**config.mk**
```make
export PLATFORM = sky130hd
export DESIGN_NAME = cpb_bridge
export DESIGN_NICKNAME = d
export VERILOG_FILES = /design/src/hw/cpb_pkg.sv /design/src/hw/cpb_arbiter.sv /design/src/hw/cpb_bridge.sv
export VERILOG_INCLUDE_DIRS = /design/src /design/src/hw
export SDC_FILE = /design/constraint.sdc
export NUM_CORES = 1
export LEC_CHECK = 0
export BUFFER_PORTS_ARGS = -buffer_cell sky130_fd_sc_hd__buf_2
export CAP_MARGIN = 10
export CORE_AREA = 2 2 333 335
export CTS_CLUSTER_SIZE = 16
export DETAILED_ROUTE_END_ITERATION = 10
export DIE_AREA = 0 0 335 337
export SETUP_SLACK_MARGIN = 0.5
export SLEW_MARGIN = 30
export SYNTH_ARGS = -nofsm -noshare
export SYNTH_HDL_FRONTEND = slang
export SYNTH_HIERARCHICAL = 1
export SYNTH_SLANG_ARGS = --single-unit
```
**constraint.sdc**
```tcl
create_clock -name ref_clk_i -period 11.8 [get_ports ref_clk_i]
set_clock_uncertainty 0.1 [all_clocks]
set_input_delay 2.36 -clock ref_clk_i [delete_from_list [all_inputs] [get_ports ref_clk_i]]
set_output_delay 2.36 -clock ref_clk_i [all_outputs]
set_load 0.03 [all_outputs]
```
**src/hw/cpb_regs.svh**
```systemverilog
`ifndef CPB_REGS_SVH
`define CPB_REGS_SVH
// Notes on behaviour
// External word address steps by one after each 32-bit word moved.
// Processor reads step the word address in subblock order.
// Writes and all DMA or PCI transfers step linearly.
// All accesses treated as 32 bits; byte accesses also step subblock.
// Address mux: wide lines for ROM/SRAM/IO, narrow row/column for DRAM.
// Latched address decoded into fixed and programmable chip selects.
// Decode latency of one or two clocks, chosen by boot software.
// First clock compares address to DRAM, memory, PCI, periph, regs bases.
// DRAM and memory compares ignore bits whose mask bit is set.
// Processor write data phase: bridge drives write data on core bus.
// Processor read: memory drives data bus, bridge latches and returns it.
// DMA or PCI access: bridge drives address, control and data itself.
// Processor owns the bus by default; DMA and PCI request it. The code grants the processor only on request.
// Fixed priority cpu,0..3,PCI or round robin rotating after each grant. The code rotates only after DMA or PCI grants; the cpu stays first.
// Processor may re-request after losing grant, interleaving with DMA.
// Processor releases bus after current transaction when DMA pending. The code keeps the grant while its owner still requests.
// Address space split into twelve regions, each with port width.
// DRAM and PCI regions fixed 32-bit; memory and I/O programmable. The code programs only MEM0 and MEM1; I/O is fixed 32-bit.
// After a read, next transaction waits the region turnaround count.
// Turnaround settings reset to three cycles.
// Boot software should reprogram turnaround settings early.
// Turnaround is minimum idle cycles after read before next access.
// Arbitration scheme taken from a configuration input at reset.
// At most one grant; grant changes only between transactions.

`define CPB_NUM_REQ 6
`define CPB_NUM_REGION 12
`define CPB_TA_RESET 2'h3
`define CPB_WIDTH_32 2'h2
`define CPB_WIDTH_RESET 2'h0
// Region indices
`define CPB_RG_DRAM0 4'h0
`define CPB_RG_MEM0 4'h4
`define CPB_RG_MEM1 4'h5
`define CPB_RG_PCI0 4'h6
`define CPB_RG_PCI1 4'h7
`define CPB_RG_PERIPH 4'h8
`define CPB_RG_CTLREG 4'h9
`define CPB_RG_BOOT 4'ha
`define CPB_RG_NONE 4'hb
// Fixed windows on address bits [31:20]
`define CPB_PCI0_BASE 12'h400
`define CPB_PCI1_BASE 12'h600
`define CPB_PERIPH_BASE 12'hb80
`define CPB_CTLREG_BASE 12'hbf8
`define CPB_BOOT_BASE 12'h1fc
`define CPB_ROW_SHIFT 14
`endif

```
**src/hw/cpb_pkg.sv**
```systemverilog
package cpb_pkg;
   typedef enum logic [2:0] {
      CPB_IDLE = 3'h0,
      CPB_DECODE = 3'h1,
      CPB_DATA = 3'h2,
      CPB_TURN = 3'h3
   } cpb_state_t;

   typedef struct packed {
      logic valid;
      logic write;
      logic [31:0] addr;
      logic [2:0] beats;
   } cpb_req_t;

   typedef struct packed {
      logic [31:0] base;
      logic [31:0] mask;
   } cpb_window_t;

   typedef struct packed {
      logic [5:0] grant;
      logic [2:0] rr_ptr;
      logic rr_mode;
      logic rr_caught;
   } cpb_arb_t;

   typedef struct packed {
      cpb_state_t state;
      logic [2:0] owner;
      logic write;
      logic [31:0] addr;
      logic [1:0] start_word;
      logic [1:0] beat;
      logic [2:0] beats_left;
      logic [3:0] region;
      logic [1:0] ta_cnt;
      logic [31:0] rdata;
      logic [31:0] wdata;
      logic data_valid;
      logic done;
      logic [1:0] sync_a;
      logic [1:0] sync_b;
   } cpb_state_reg_t;
endpackage

```
**src/hw/cpb_arbiter.sv**
```systemverilog
`timescale 1ns/1ps
`default_nettype none
`include "cpb_regs.svh"
module cpb_arbiter import cpb_pkg::*; (
   // Clock and reset
   input wire logic ref_clk_i,
   input wire logic rst_i,
   // Configuration
   input wire logic rr_mode_i,
   // Requests: bit 0 processor, 1..4 DMA channels, 5 PCI
   input wire logic [5:0] req_i,
   input wire logic boundary_i,
   // Grant
   output logic [5:0] grant_o
);
   cpb_arb_t arb_r;
   cpb_arb_t arb_nxt;
   logic [5:0] pick;

   // ==========================================
   // Priority search
   always_comb begin
      logic [2:0] idx;
      logic found;
      idx = 3'h0;
      found = 1'b0;
      pick = 6'h00;
      if (req_i[0]) begin
         pick = 6'h01;
      end else begin
         for (int k = 0; k < 5; k++) begin

            idx = 3'((arb_r.rr_mode ? 32'(arb_r.rr_ptr) : 32'd0) + k);
            if (idx > 3'h4) begin
               idx = 3'(idx - 3'h5);
            end
            if (!found && req_i[idx + 3'h1]) begin
               found = 1'b1;
               pick = 6'h01 << (idx + 3'h1);
            end
         end
      end
   end

   // ==========================================
   // State update
   always_comb begin
      arb_nxt = arb_r;
      if (!arb_r.rr_caught) begin
         arb_nxt.rr_mode = rr_mode_i;
         arb_nxt.rr_caught = 1'b1;
      end
      // Hold a grant while its owner still requests, else the
      // sequencer and the grant could disagree on the owner
      if (boundary_i && (arb_r.grant & req_i) == 6'h00) begin
         arb_nxt.grant = pick;
         if (pick[5:1] != 5'h00) begin
            arb_nxt.rr_ptr = (arb_r.rr_ptr == 3'h4) ? 3'h0
                             : 3'(arb_r.rr_ptr + 3'h1);
         end
      end
   end

   always_ff @(posedge ref_clk_i or posedge rst_i) begin
      if (rst_i) begin
         arb_r <= '0;
      end else begin
         arb_r <= arb_nxt;
      end
   end

   assign grant_o = arb_r.grant;
endmodule
`default_nettype wire

```
**src/hw/cpb_bridge.sv**
```systemverilog
`timescale 1ns/1ps
`default_nettype none
`include "cpb_regs.svh"
module cpb_bridge import cpb_pkg::*; (
   // Clock and reset
   input wire logic ref_clk_i,
   input wire logic rst_i,
   // Static configuration
   input wire logic rr_mode_i,
   input wire logic slow_decode_i,
   input wire logic [23:0] turnaround_count_i,
   input wire logic [3:0] mem_width_i,
   input wire logic ta_load_i,
   // Programmable windows: DRAM 0..3, memory 0..1
   input wire cpb_window_t dram_win_i [4],
   input wire cpb_window_t mem_win_i [2],
   // Requests: 0 processor, 1..4 DMA, 5 PCI
   input wire cpb_req_t req_i [6],
   input wire logic [31:0] cpu_wdata_i,
   input wire logic [31:0] dma_wdata_i,
   output logic [5:0] grant_o,
   output logic beat_ack_o,
   output logic done_o,
   output logic [31:0] rdata_o,
   // External memory side (pins)
   output logic [25:2] mem_addr_o,
   output logic [15:2] dram_addr_o,
   output logic [3:0] byte_lane_select_low_o,
   output logic mem_rd_o,
   output logic mem_wr_o,
   input wire logic [31:0] mem_data_i,
   output logic [31:0] mem_data_o,
   output logic mem_data_oe_n_o,
   input wire logic mem_ready_i,
   // Selects
   output logic [11:0] region_sel_o,
   output logic [1:0] port_width_o
);
   cpb_state_reg_t s_r;
   cpb_state_reg_t s_nxt;
   logic [5:0] req_vec;
   logic [5:0] grant;
   logic [2:0] gidx;
   logic [11:0] hit;
   logic [3:0] reg_idx;
   logic [1:0] ta_r [12];
   logic ready_s;
   logic [31:0] rdata_q;

   // ==========================================
   // Arbitration
   for (genvar g = 0; g < 6; g++) begin : g_req
      assign req_vec[g] = req_i[g].valid;
   end

   cpb_arbiter u_arb (
      .ref_clk_i(ref_clk_i),
      .rst_i(rst_i),
      .rr_mode_i(rr_mode_i),
      .req_i(req_vec),
      .boundary_i(s_r.state == CPB_IDLE),
      .grant_o(grant)
   );

   always_comb begin
      gidx = 3'h0;
      for (int k = 0; k < 6; k++) begin
         if (grant[k]) begin
            gidx = 3'(k);
         end
      end
   end

   // ==========================================
   // Address decode, first clock of a transaction
   // masked compare allows banks to tile one range
   for (genvar g = 0; g < 4; g++) begin : g_dram
      assign hit[g] = ((s_r.addr ^ dram_win_i[g].base)
                       & ~dram_win_i[g].mask) == 32'h0;
   end
   for (genvar g = 0; g < 2; g++) begin : g_mem
      assign hit[4 + g] = ((s_r.addr ^ mem_win_i[g].base)
                           & ~mem_win_i[g].mask) == 32'h0;
   end
   assign hit[6] = s_r.addr[31:20] == `CPB_PCI0_BASE;
   assign hit[7] = s_r.addr[31:20] == `CPB_PCI1_BASE;
   assign hit[8] = s_r.addr[31:20] == `CPB_PERIPH_BASE;
   assign hit[9] = s_r.addr[31:20] == `CPB_CTLREG_BASE;
   assign hit[10] = s_r.addr[31:20] == `CPB_BOOT_BASE;
   assign hit[11] = 1'b0;

   always_comb begin
      reg_idx = `CPB_RG_NONE;
      for (int k = 11; k >= 0; k--) begin
         if (hit[k]) begin
            reg_idx = 4'(k);
         end
      end
   end

   // ==========================================
   // Turnaround table, one field per region
   for (genvar g = 0; g < 12; g++) begin : g_ta
      always_ff @(posedge ref_clk_i or posedge rst_i) begin
         if (rst_i) begin
            ta_r[g] <= `CPB_TA_RESET;
         end else if (ta_load_i) begin
            ta_r[g] <= turnaround_count_i[2 * (g % 12 / 1) % 24 +: 2];
         end
      end
   end

   // ==========================================
   // Transaction sequencer
   always_comb begin
      s_nxt = s_r;
      s_nxt.done = 1'b0;
      s_nxt.data_valid = 1'b0;
      s_nxt.sync_a = {s_r.sync_a[0], mem_ready_i};
      s_nxt.sync_b = s_r.sync_b;
      case (s_r.state)
         CPB_IDLE: begin
            if (grant != 6'h00 && req_i[gidx].valid) begin
               s_nxt.owner = gidx;
               s_nxt.write = req_i[gidx].write;
               s_nxt.addr = req_i[gidx].addr;
               s_nxt.start_word = req_i[gidx].addr[3:2];
               s_nxt.beat = 2'h0;
               s_nxt.beats_left = req_i[gidx].beats;
               s_nxt.state = CPB_DECODE;
            end
         end
         CPB_DECODE: begin
            s_nxt.region = reg_idx;
            // second decode clock when slow setting chosen
            if (!slow_decode_i || s_r.beat == 2'h1) begin
               s_nxt.beat = 2'h0;
               s_nxt.state = CPB_DATA;
            end else begin
               s_nxt.beat = 2'h1;
            end
         end
         CPB_DATA: begin
            if (ready_s) begin
               s_nxt.data_valid = 1'b1;
               s_nxt.rdata = mem_data_i;
               s_nxt.beat = 2'(s_r.beat + 2'h1);
               // subblock order for processor reads
               if (s_r.owner == 3'h0 && !s_r.write) begin
                  s_nxt.addr[3:2] = s_r.start_word
                                    ^ 2'(s_r.beat + 2'h1);
               end else begin
                  s_nxt.addr = s_r.addr + 32'h4;
               end
               if (s_r.beats_left <= 3'h1) begin
                  s_nxt.done = 1'b1;
                  s_nxt.ta_cnt = ta_r[s_r.region];
                  // idle after reads only
                  s_nxt.state = (!s_r.write && ta_r[s_r.region] != 2'h0)
                                ? CPB_TURN : CPB_IDLE;
               end else begin
                  s_nxt.beats_left = 3'(s_r.beats_left - 3'h1);
               end
            end
         end
         CPB_TURN: begin
            s_nxt.ta_cnt = 2'(s_r.ta_cnt - 2'h1);
            if (s_r.ta_cnt == 2'h1) begin
               s_nxt.state = CPB_IDLE;
            end
         end
         default: begin
            s_nxt.state = CPB_IDLE;
         end
      endcase
      s_nxt.wdata = (s_r.owner == 3'h0) ? cpu_wdata_i : dma_wdata_i;
   end

   always_ff @(posedge ref_clk_i or posedge rst_i) begin
      if (rst_i) begin
         s_r <= '0;
      end else begin
         s_r <= s_nxt;
      end
   end

   // Ready arrives from pin; only the second flop is read
   assign ready_s = s_r.sync_a[1];

   // ==========================================
   // Outputs
   assign grant_o = grant;
   assign beat_ack_o = s_r.data_valid;
   assign done_o = s_r.done;
   assign rdata_q = s_r.rdata;
   assign rdata_o = rdata_q;
   assign mem_addr_o = s_r.addr[25:2];
   // Row during the decode clocks, column afterwards
   assign dram_addr_o = (s_r.state == CPB_DECODE)
                        ? s_r.addr[`CPB_ROW_SHIFT + 13:`CPB_ROW_SHIFT]
                        : s_r.addr[15:2];
   assign byte_lane_select_low_o = (s_r.state == CPB_DATA) ? 4'h0 : 4'hf;
   assign mem_rd_o = (s_r.state == CPB_DATA) && !s_r.write;
   assign mem_wr_o = (s_r.state == CPB_DATA) && s_r.write;
   assign mem_data_o = s_r.wdata;
   assign mem_data_oe_n_o = !((s_r.state == CPB_DATA) && s_r.write);
   always_comb begin
      region_sel_o = 12'h000;
      if (s_r.state == CPB_DATA && s_r.region != `CPB_RG_NONE) begin
         region_sel_o[s_r.region] = 1'b1;
      end
   end
   // only the memory regions MEM0 and MEM1 take the programmed width; all others are 32-bit
   assign port_width_o = (s_r.region == `CPB_RG_MEM0) ? mem_width_i[1:0]
                       : (s_r.region == `CPB_RG_MEM1) ? mem_width_i[3:2]
                       : `CPB_WIDTH_32;
endmodule
`default_nettype wire

```
Word level (Yosys, flattened, before mapping)

Index checks and enable logic that the tools add are counted.

Register bits after elaboration: 155
Input bits: 736
Output and inout port bits: 131
Word-level logic and storage cells: 246

Add/subtract/negate cells: 19
Order comparisons: 15
Equality and inequality tests: 21
Shift-type cells: 5
Mux-type cells: 89
Bitwise logic cells: 22
Reduce and logical (&&, ||, !) cells: 44

Operators by type and width:

| operator                                                                | count |
|---|---|
| 32-bit AND                                                              | 6 |
| 32-bit logical NOT                                                      | 6 |
| 32-bit NOT                                                              | 6 |
| 32-bit XOR                                                              | 6 |
| 37-bit binary-select mux with 3-bit select                              | 1 |
| 37-bit 2-to-1 mux                                                       | 2 |
| 32-bit 2-to-1 mux                                                       | 2 |
| 32-bit one-hot mux with 2 select lines                                  | 1 |
| 3-bit 2-to-1 mux                                                        | 20 |
| 46-bit 2-to-1 mux                                                       | 1 |
| 4-bit 2-to-1 mux                                                        | 11 |
| 6-bit 2-to-1 mux                                                        | 6 |
| 34-bit 2-to-1 mux                                                       | 1 |
| 32-bit by 3-bit adder with 32-bit output, second input constant         | 1 |
| 1-bit by 3-bit << shifter with 6-bit output, first input constant       | 5 |
| 28-bit 2-to-1 mux                                                       | 1 |
| 12-bit by 11-bit equality test with 1-bit output, second input constant | 2 |
| 12-bit equality test, second input constant                             | 2 |
| 2-bit 2-to-1 mux                                                        | 11 |
| 3-bit by 1-bit adder with 3-bit output, second input constant           | 7 |
| 3-bit by 4-bit < comparator with 1-bit output, second input constant    | 5 |
| 1-bit 2-to-1 mux                                                        | 18 |
| 1-bit binary-select mux with 3-bit select                               | 5 |
| 3-bit > comparator, second input constant                               | 5 |
| 45 further kinds                                                        | 84 |

Depth between registers and ports, before layout

Depth after elaboration: 27
Depth in mapped cells: 23
Mapped depth without buffers: 18

Hierarchy

Netlist, hierarchy kept.

Modules (own cells, without submodules):

| module      | instances | cells each | area an instance (sq um) |
|---|---|---|---|
| cpb_bridge  | 1         | 1379       | 12263.0 |
| cpb_arbiter | 1         | 280        | 2262.2 |

Worst setup path before layout

No wires, ideal clock.

Kind: input port to output port
Start: input port mem_width_i[2]
End: output port port_width_o[0]
Data arrival time: 3.076 ns
Required time: 9.340 ns
Slack: 6.264 ns
Cell stages on the path: 2
Cell sequence: mux2i_1 nor3_1

Cells in the longest elaborated chain, start to end: 2

Ends and longest elaborated chain:

| element                                        | line             | RTL |
|---|---|---|
| start: declaration                             | cpb_bridge.sv:12 | `input wire logic [3:0] mem_width_i,` |
| 2-bit 2-to-1 mux (no source line) (2 in a row) | n/a              |  |
| end: declaration                               | cpb_bridge.sv:37 | `output logic [1:0] port_width_o` |

Every way passes these cells.

Worst setup path after layout

Start: register u_arb/arb_r[2] in the netlist's numbering
End: register u_arb/arb_r[3] in the netlist's numbering

Cells in the longest elaborated chain, start to end: 27
Elaborated cells on any way between the ends: 72
Classes of those cells: add/sub: 15; order compare: 5; eq/ne: 1; shift: 5; mux: 36; reduce/logical: 10

Ends and longest elaborated chain:

| element                                                                                         | line              | RTL |
|---|---|---|
| start: declaration                                                                              | cpb_arbiter.sv:16 | `cpb_arb_t arb_r;` |
| start signal: assignment                                                                        | cpb_arbiter.sv:68 | `arb_r <= arb_nxt;` |
| parallel branches: the longest is 27 deep, another holds 3-bit by 1-bit adder with 3-bit output | n/a               |  |

Parallel ways; which one is timed is not known. The select of a mux whose other input is x is not followed.
A chain may end at the register's enable or synchronous reset.

==> results.md <==
* Tmin final at 5910 ps
* Area Growth Syn to Fin at 41.0%
* Final Slew Violations at 0
* Internal reg-to-reg setup slack at 5890 ps
* Number of port buffers at 865
* Most instantiated cells after synthesis: nand2_1 (201), xnor2_1 (195), dfrtp_1 (130), buf_4 (105), o22ai_1 (104)
* Slowest-stage cell, CP: dfrtp_1
* P_sw at 3.18 mW
* Clk Latency, worst-skew pair at 500 ps
* Worst Hold End: ready_s
* Hold Path Depth at 0
* Post-Synthesis Cells at 1659
* Final HPWL DP at 72.7 mm
* Post-synth EDFFs at 0
* WP data required at 12080 ps
* Hold Crit Start: s_nxt[3]
* Synthesized Nets at 2430
* Arrival @ worst endpoint at 6200 ps
* Most used cell, CP: ha_1
* Post-CTS sizing at 0
* Final worst path period share at 50.1%
* Area contributors post-synth: dfrtp_1 (22%), xnor2_1 (12%), mux2_2 (6.7%)
* Final worst setup slack at 5890 ps
* Via count of the first global-routing pass at 15700
* Overflow after GRT at 0
* #FFs+latches synth at 154
* Final setup vio count at 0
* Finished Cell Area at 20500 sq um
* # rows at 122
* Critical R2R Launch: u_arb/arb_r[2]
* Setup TNS at 0 ps
* Ordered cell list for the critical path: nand2_1 > ha_1 > inv_1 > ha_1 > nand3b_1 > nand2_1 > ha_1 > mux2i_1 > o21ai_0 > and3_1 > nor4b_4 > nand3_2 > or4b_1 > a31oi_1 > nor2_1 > a21oi_2 > mux2_1
* WL final at 89.7 mm
* Async SR Flop Fraction at 100%
* Yosys warns at 6
* Lkg Pwr at 9.05 nW
* Detailed-route via count at 16100
* Post-synth top area cell: dfrtp_1
* Max layer used: met5
* ANT nets after route at 0
* Critical path launch point type: flop
* Detail Route met3 WL at 6.65 mm
* Antenna violations before repair at 26
* IO Count at 867
* Die X at 335 microns
* Iter 0 DRT Violations at 1241
* Initial Utilization at 13.3%
* R2r endpoint: u_arb/arb_r[3]
* Peak supply drop at 0.125 mV
* Die area at 113000 sq um
* Clock transition at the registers of the reported paths at 80 ps
* Yosys cell types at 93
* Top_reg_cell synth: dfrtp_1
* Largest net degree at the start of global routing at 77
* RSZ-0062 raised after global routing: no
* Crit end category: flop
* First-pass GRT wire length at 120 mm
* H-tree level count at 4
* Drt pass-1 iters at 5
* CTS Buffer Depth at 2
* P_int at 2.50 mW
* Slew headroom at 39.4%
* Power density cells at 277 nW/um^2
* Setup slack at placement at 6040 ps
* Placed Area at 19800 sq um
* Vias per cell at 4.22
* Final nets at 3149
* Clk sinks at 154
* Switching part of the total at 56.0%
* M1 WL at 35.8 mm
* CTS tree: yes
* Routed wire length on met2 at 44.4 mm
* CTS Buf Count at 17
* Max incr delay on CP at 900 ps
* DR WL/cell at 23.4 microns
* Sequential share of the synthesized area at 26.7%
* Layout cells sized above 1 at 47.1%
* Total global-route track usage at 15.2%
* Root buffer cell: clkbuf_16
* Status: complete, no violations
* Syn Std Cell Area at 14500 sq um
* Final Hold Violating Endpoints at 0
* Achievable Freq at 0.169 GHz
* Syn avg cell area at 8.76 sq um
* Reg power frac at 18.1%
* Worst Tran Pin Value at 909 ps
* Postcts setup bufs at 0
* Top cell type's share of synthesized area at 22.4%
* Most frequent cell after synthesis: nand2_1
* Drt drc at 0
* Core ar. at 110000 sq um
* Cts-stage hold buffer count at 0
* Comb pwr share at 71.5%
* Hold Crit Class: reg -> reg
* Max_cap viols at 0
* Die H at 337 microns
* Final Util at 18.7%
* GP Congestion at 0.994
* Crit-path max FO at 29
* Setup CP Type: reg -> reg
* Worst Reg-to-Reg Cells at 17
* Clock power frac at 10.4%
per-layer routing:
metal | up-vias | global-route usage (%)
li1 | 7374 | -
met1 | 7817 | 18.3
met5 | - | 0
met2 | 814 | 26.5
met4 | 4 | 5.39
met3 | 122 | 3.52
final cells by class:
cell class | count | area (sq um)
multi-input cells | 1244 | 9260
inverters | 47 | 181
flip-flops and latches | 154 | 3890
fillers | 12300 | 89100
diodes | 10 | 25.0
repair buffers | 914 | 4730
clock buffers | 17 | 425
well taps | 1426 | 1780
clock inverters | 15 | 191
power by group through the flow:
stage          sequential, mW  combinational, mW  clock, mW
2_1_floorplan           0.862               2.87          0
3_3_place_gp             1.03               4.07          0
3_5_place_dp             1.04               4.09          0
4_1_cts                  1.03               4.11      0.624
5_1_grt                  1.06               4.39      0.638
6_report                 1.03               4.06      0.591
worst max-delay path: cells and delay by family, from the launching register on:
kind | cells | cell delay, ps
muxes | 2 | 540
DFF | 1 | 900
buffers and inverters | 1 | 200
and+or+nand+nor | 8 | 2340
AOI/OAI and AO/OA | 3 | 540
adders and majority gates | 3 | 1200
cell families after synthesis:
| family | count (synthesis) | synth area share [%] |
|---|---|---|
| fa+ha+maj | 35 | 3.01 |
| mux | 156 | 14.0 |
| compound gates | 383 | 18.3 |
| buf+inv | 261 | 9.88 |
| xor+xnor | 198 | 12.0 |
| flops | 154 | 26.7 |
| simple gates | 470 | 16.0 |
| other cells | 2 | 0.0517 |
per-stage QoR:
stage / hold WS (ps) / power [mW] / instances
after floorplan: 231 / 3.74 / 1659
after global placement: 237 / 5.10 / 3783
after detailed placement: 242 / 5.13 / 3783
after CTS: 260 / 5.76 / 3815
after global routing: 275 / 6.09 / 3824
final: 257 / 5.68 / 3827
worst max path at each step:
stage               depth (start not counted)           start        endpoint  slack [ps]
floorplan                                   1           rst_i      beat_ack_o        5540
CTS                                        17  u_arb/arb_r[2]  u_arb/arb_r[2]        6030
global placement                           17  u_arb/arb_r[2]  u_arb/arb_r[3]        6190
finish                                     17  u_arb/arb_r[2]  u_arb/arb_r[3]        5890
detailed placement                         16  u_arb/arb_r[2]  u_arb/arb_r[3]        6040
global route                               17  u_arb/arb_r[2]  u_arb/arb_r[2]        5450
sequential cells by signal (all words and copies together) (netlist names), 5 cells and up:
register and cells:
ta_r 24, u_arb/arb_r 5, u_arb/grant_o 6, rdata_o 32, mem_data_o 32, s_r 27, mem_addr_o 24
cells in the final DEF, fill, tap and decap left out, drive strengths merged, types with 6 or more instances in the layout:
cell	count
nand2b	19
diode	10
a22oi	7
nor2	64
a221o	13
or4	6
mux2i	39
o211ai	10
inv	54
dfstp	24
a221oi	9
ha	35
and3	15
o21ai	70
a31o	6
a21boi	7
or3	7
a21oi	34
buf	914
a211oi	18
and2	22
nor2b	15
a2111oi	12
clkbuf	17
a31oi	14
mux4	29
o22ai	104
a311oi	11
dfrtp	130
nand3	25
xnor2	195
nand4	18
nand2	201
nor3	25
nor4	31
o31ai	6
mux2	88
clkinv	8
a211o	6
Note: power is estimated with default switching activity, not from simulation.
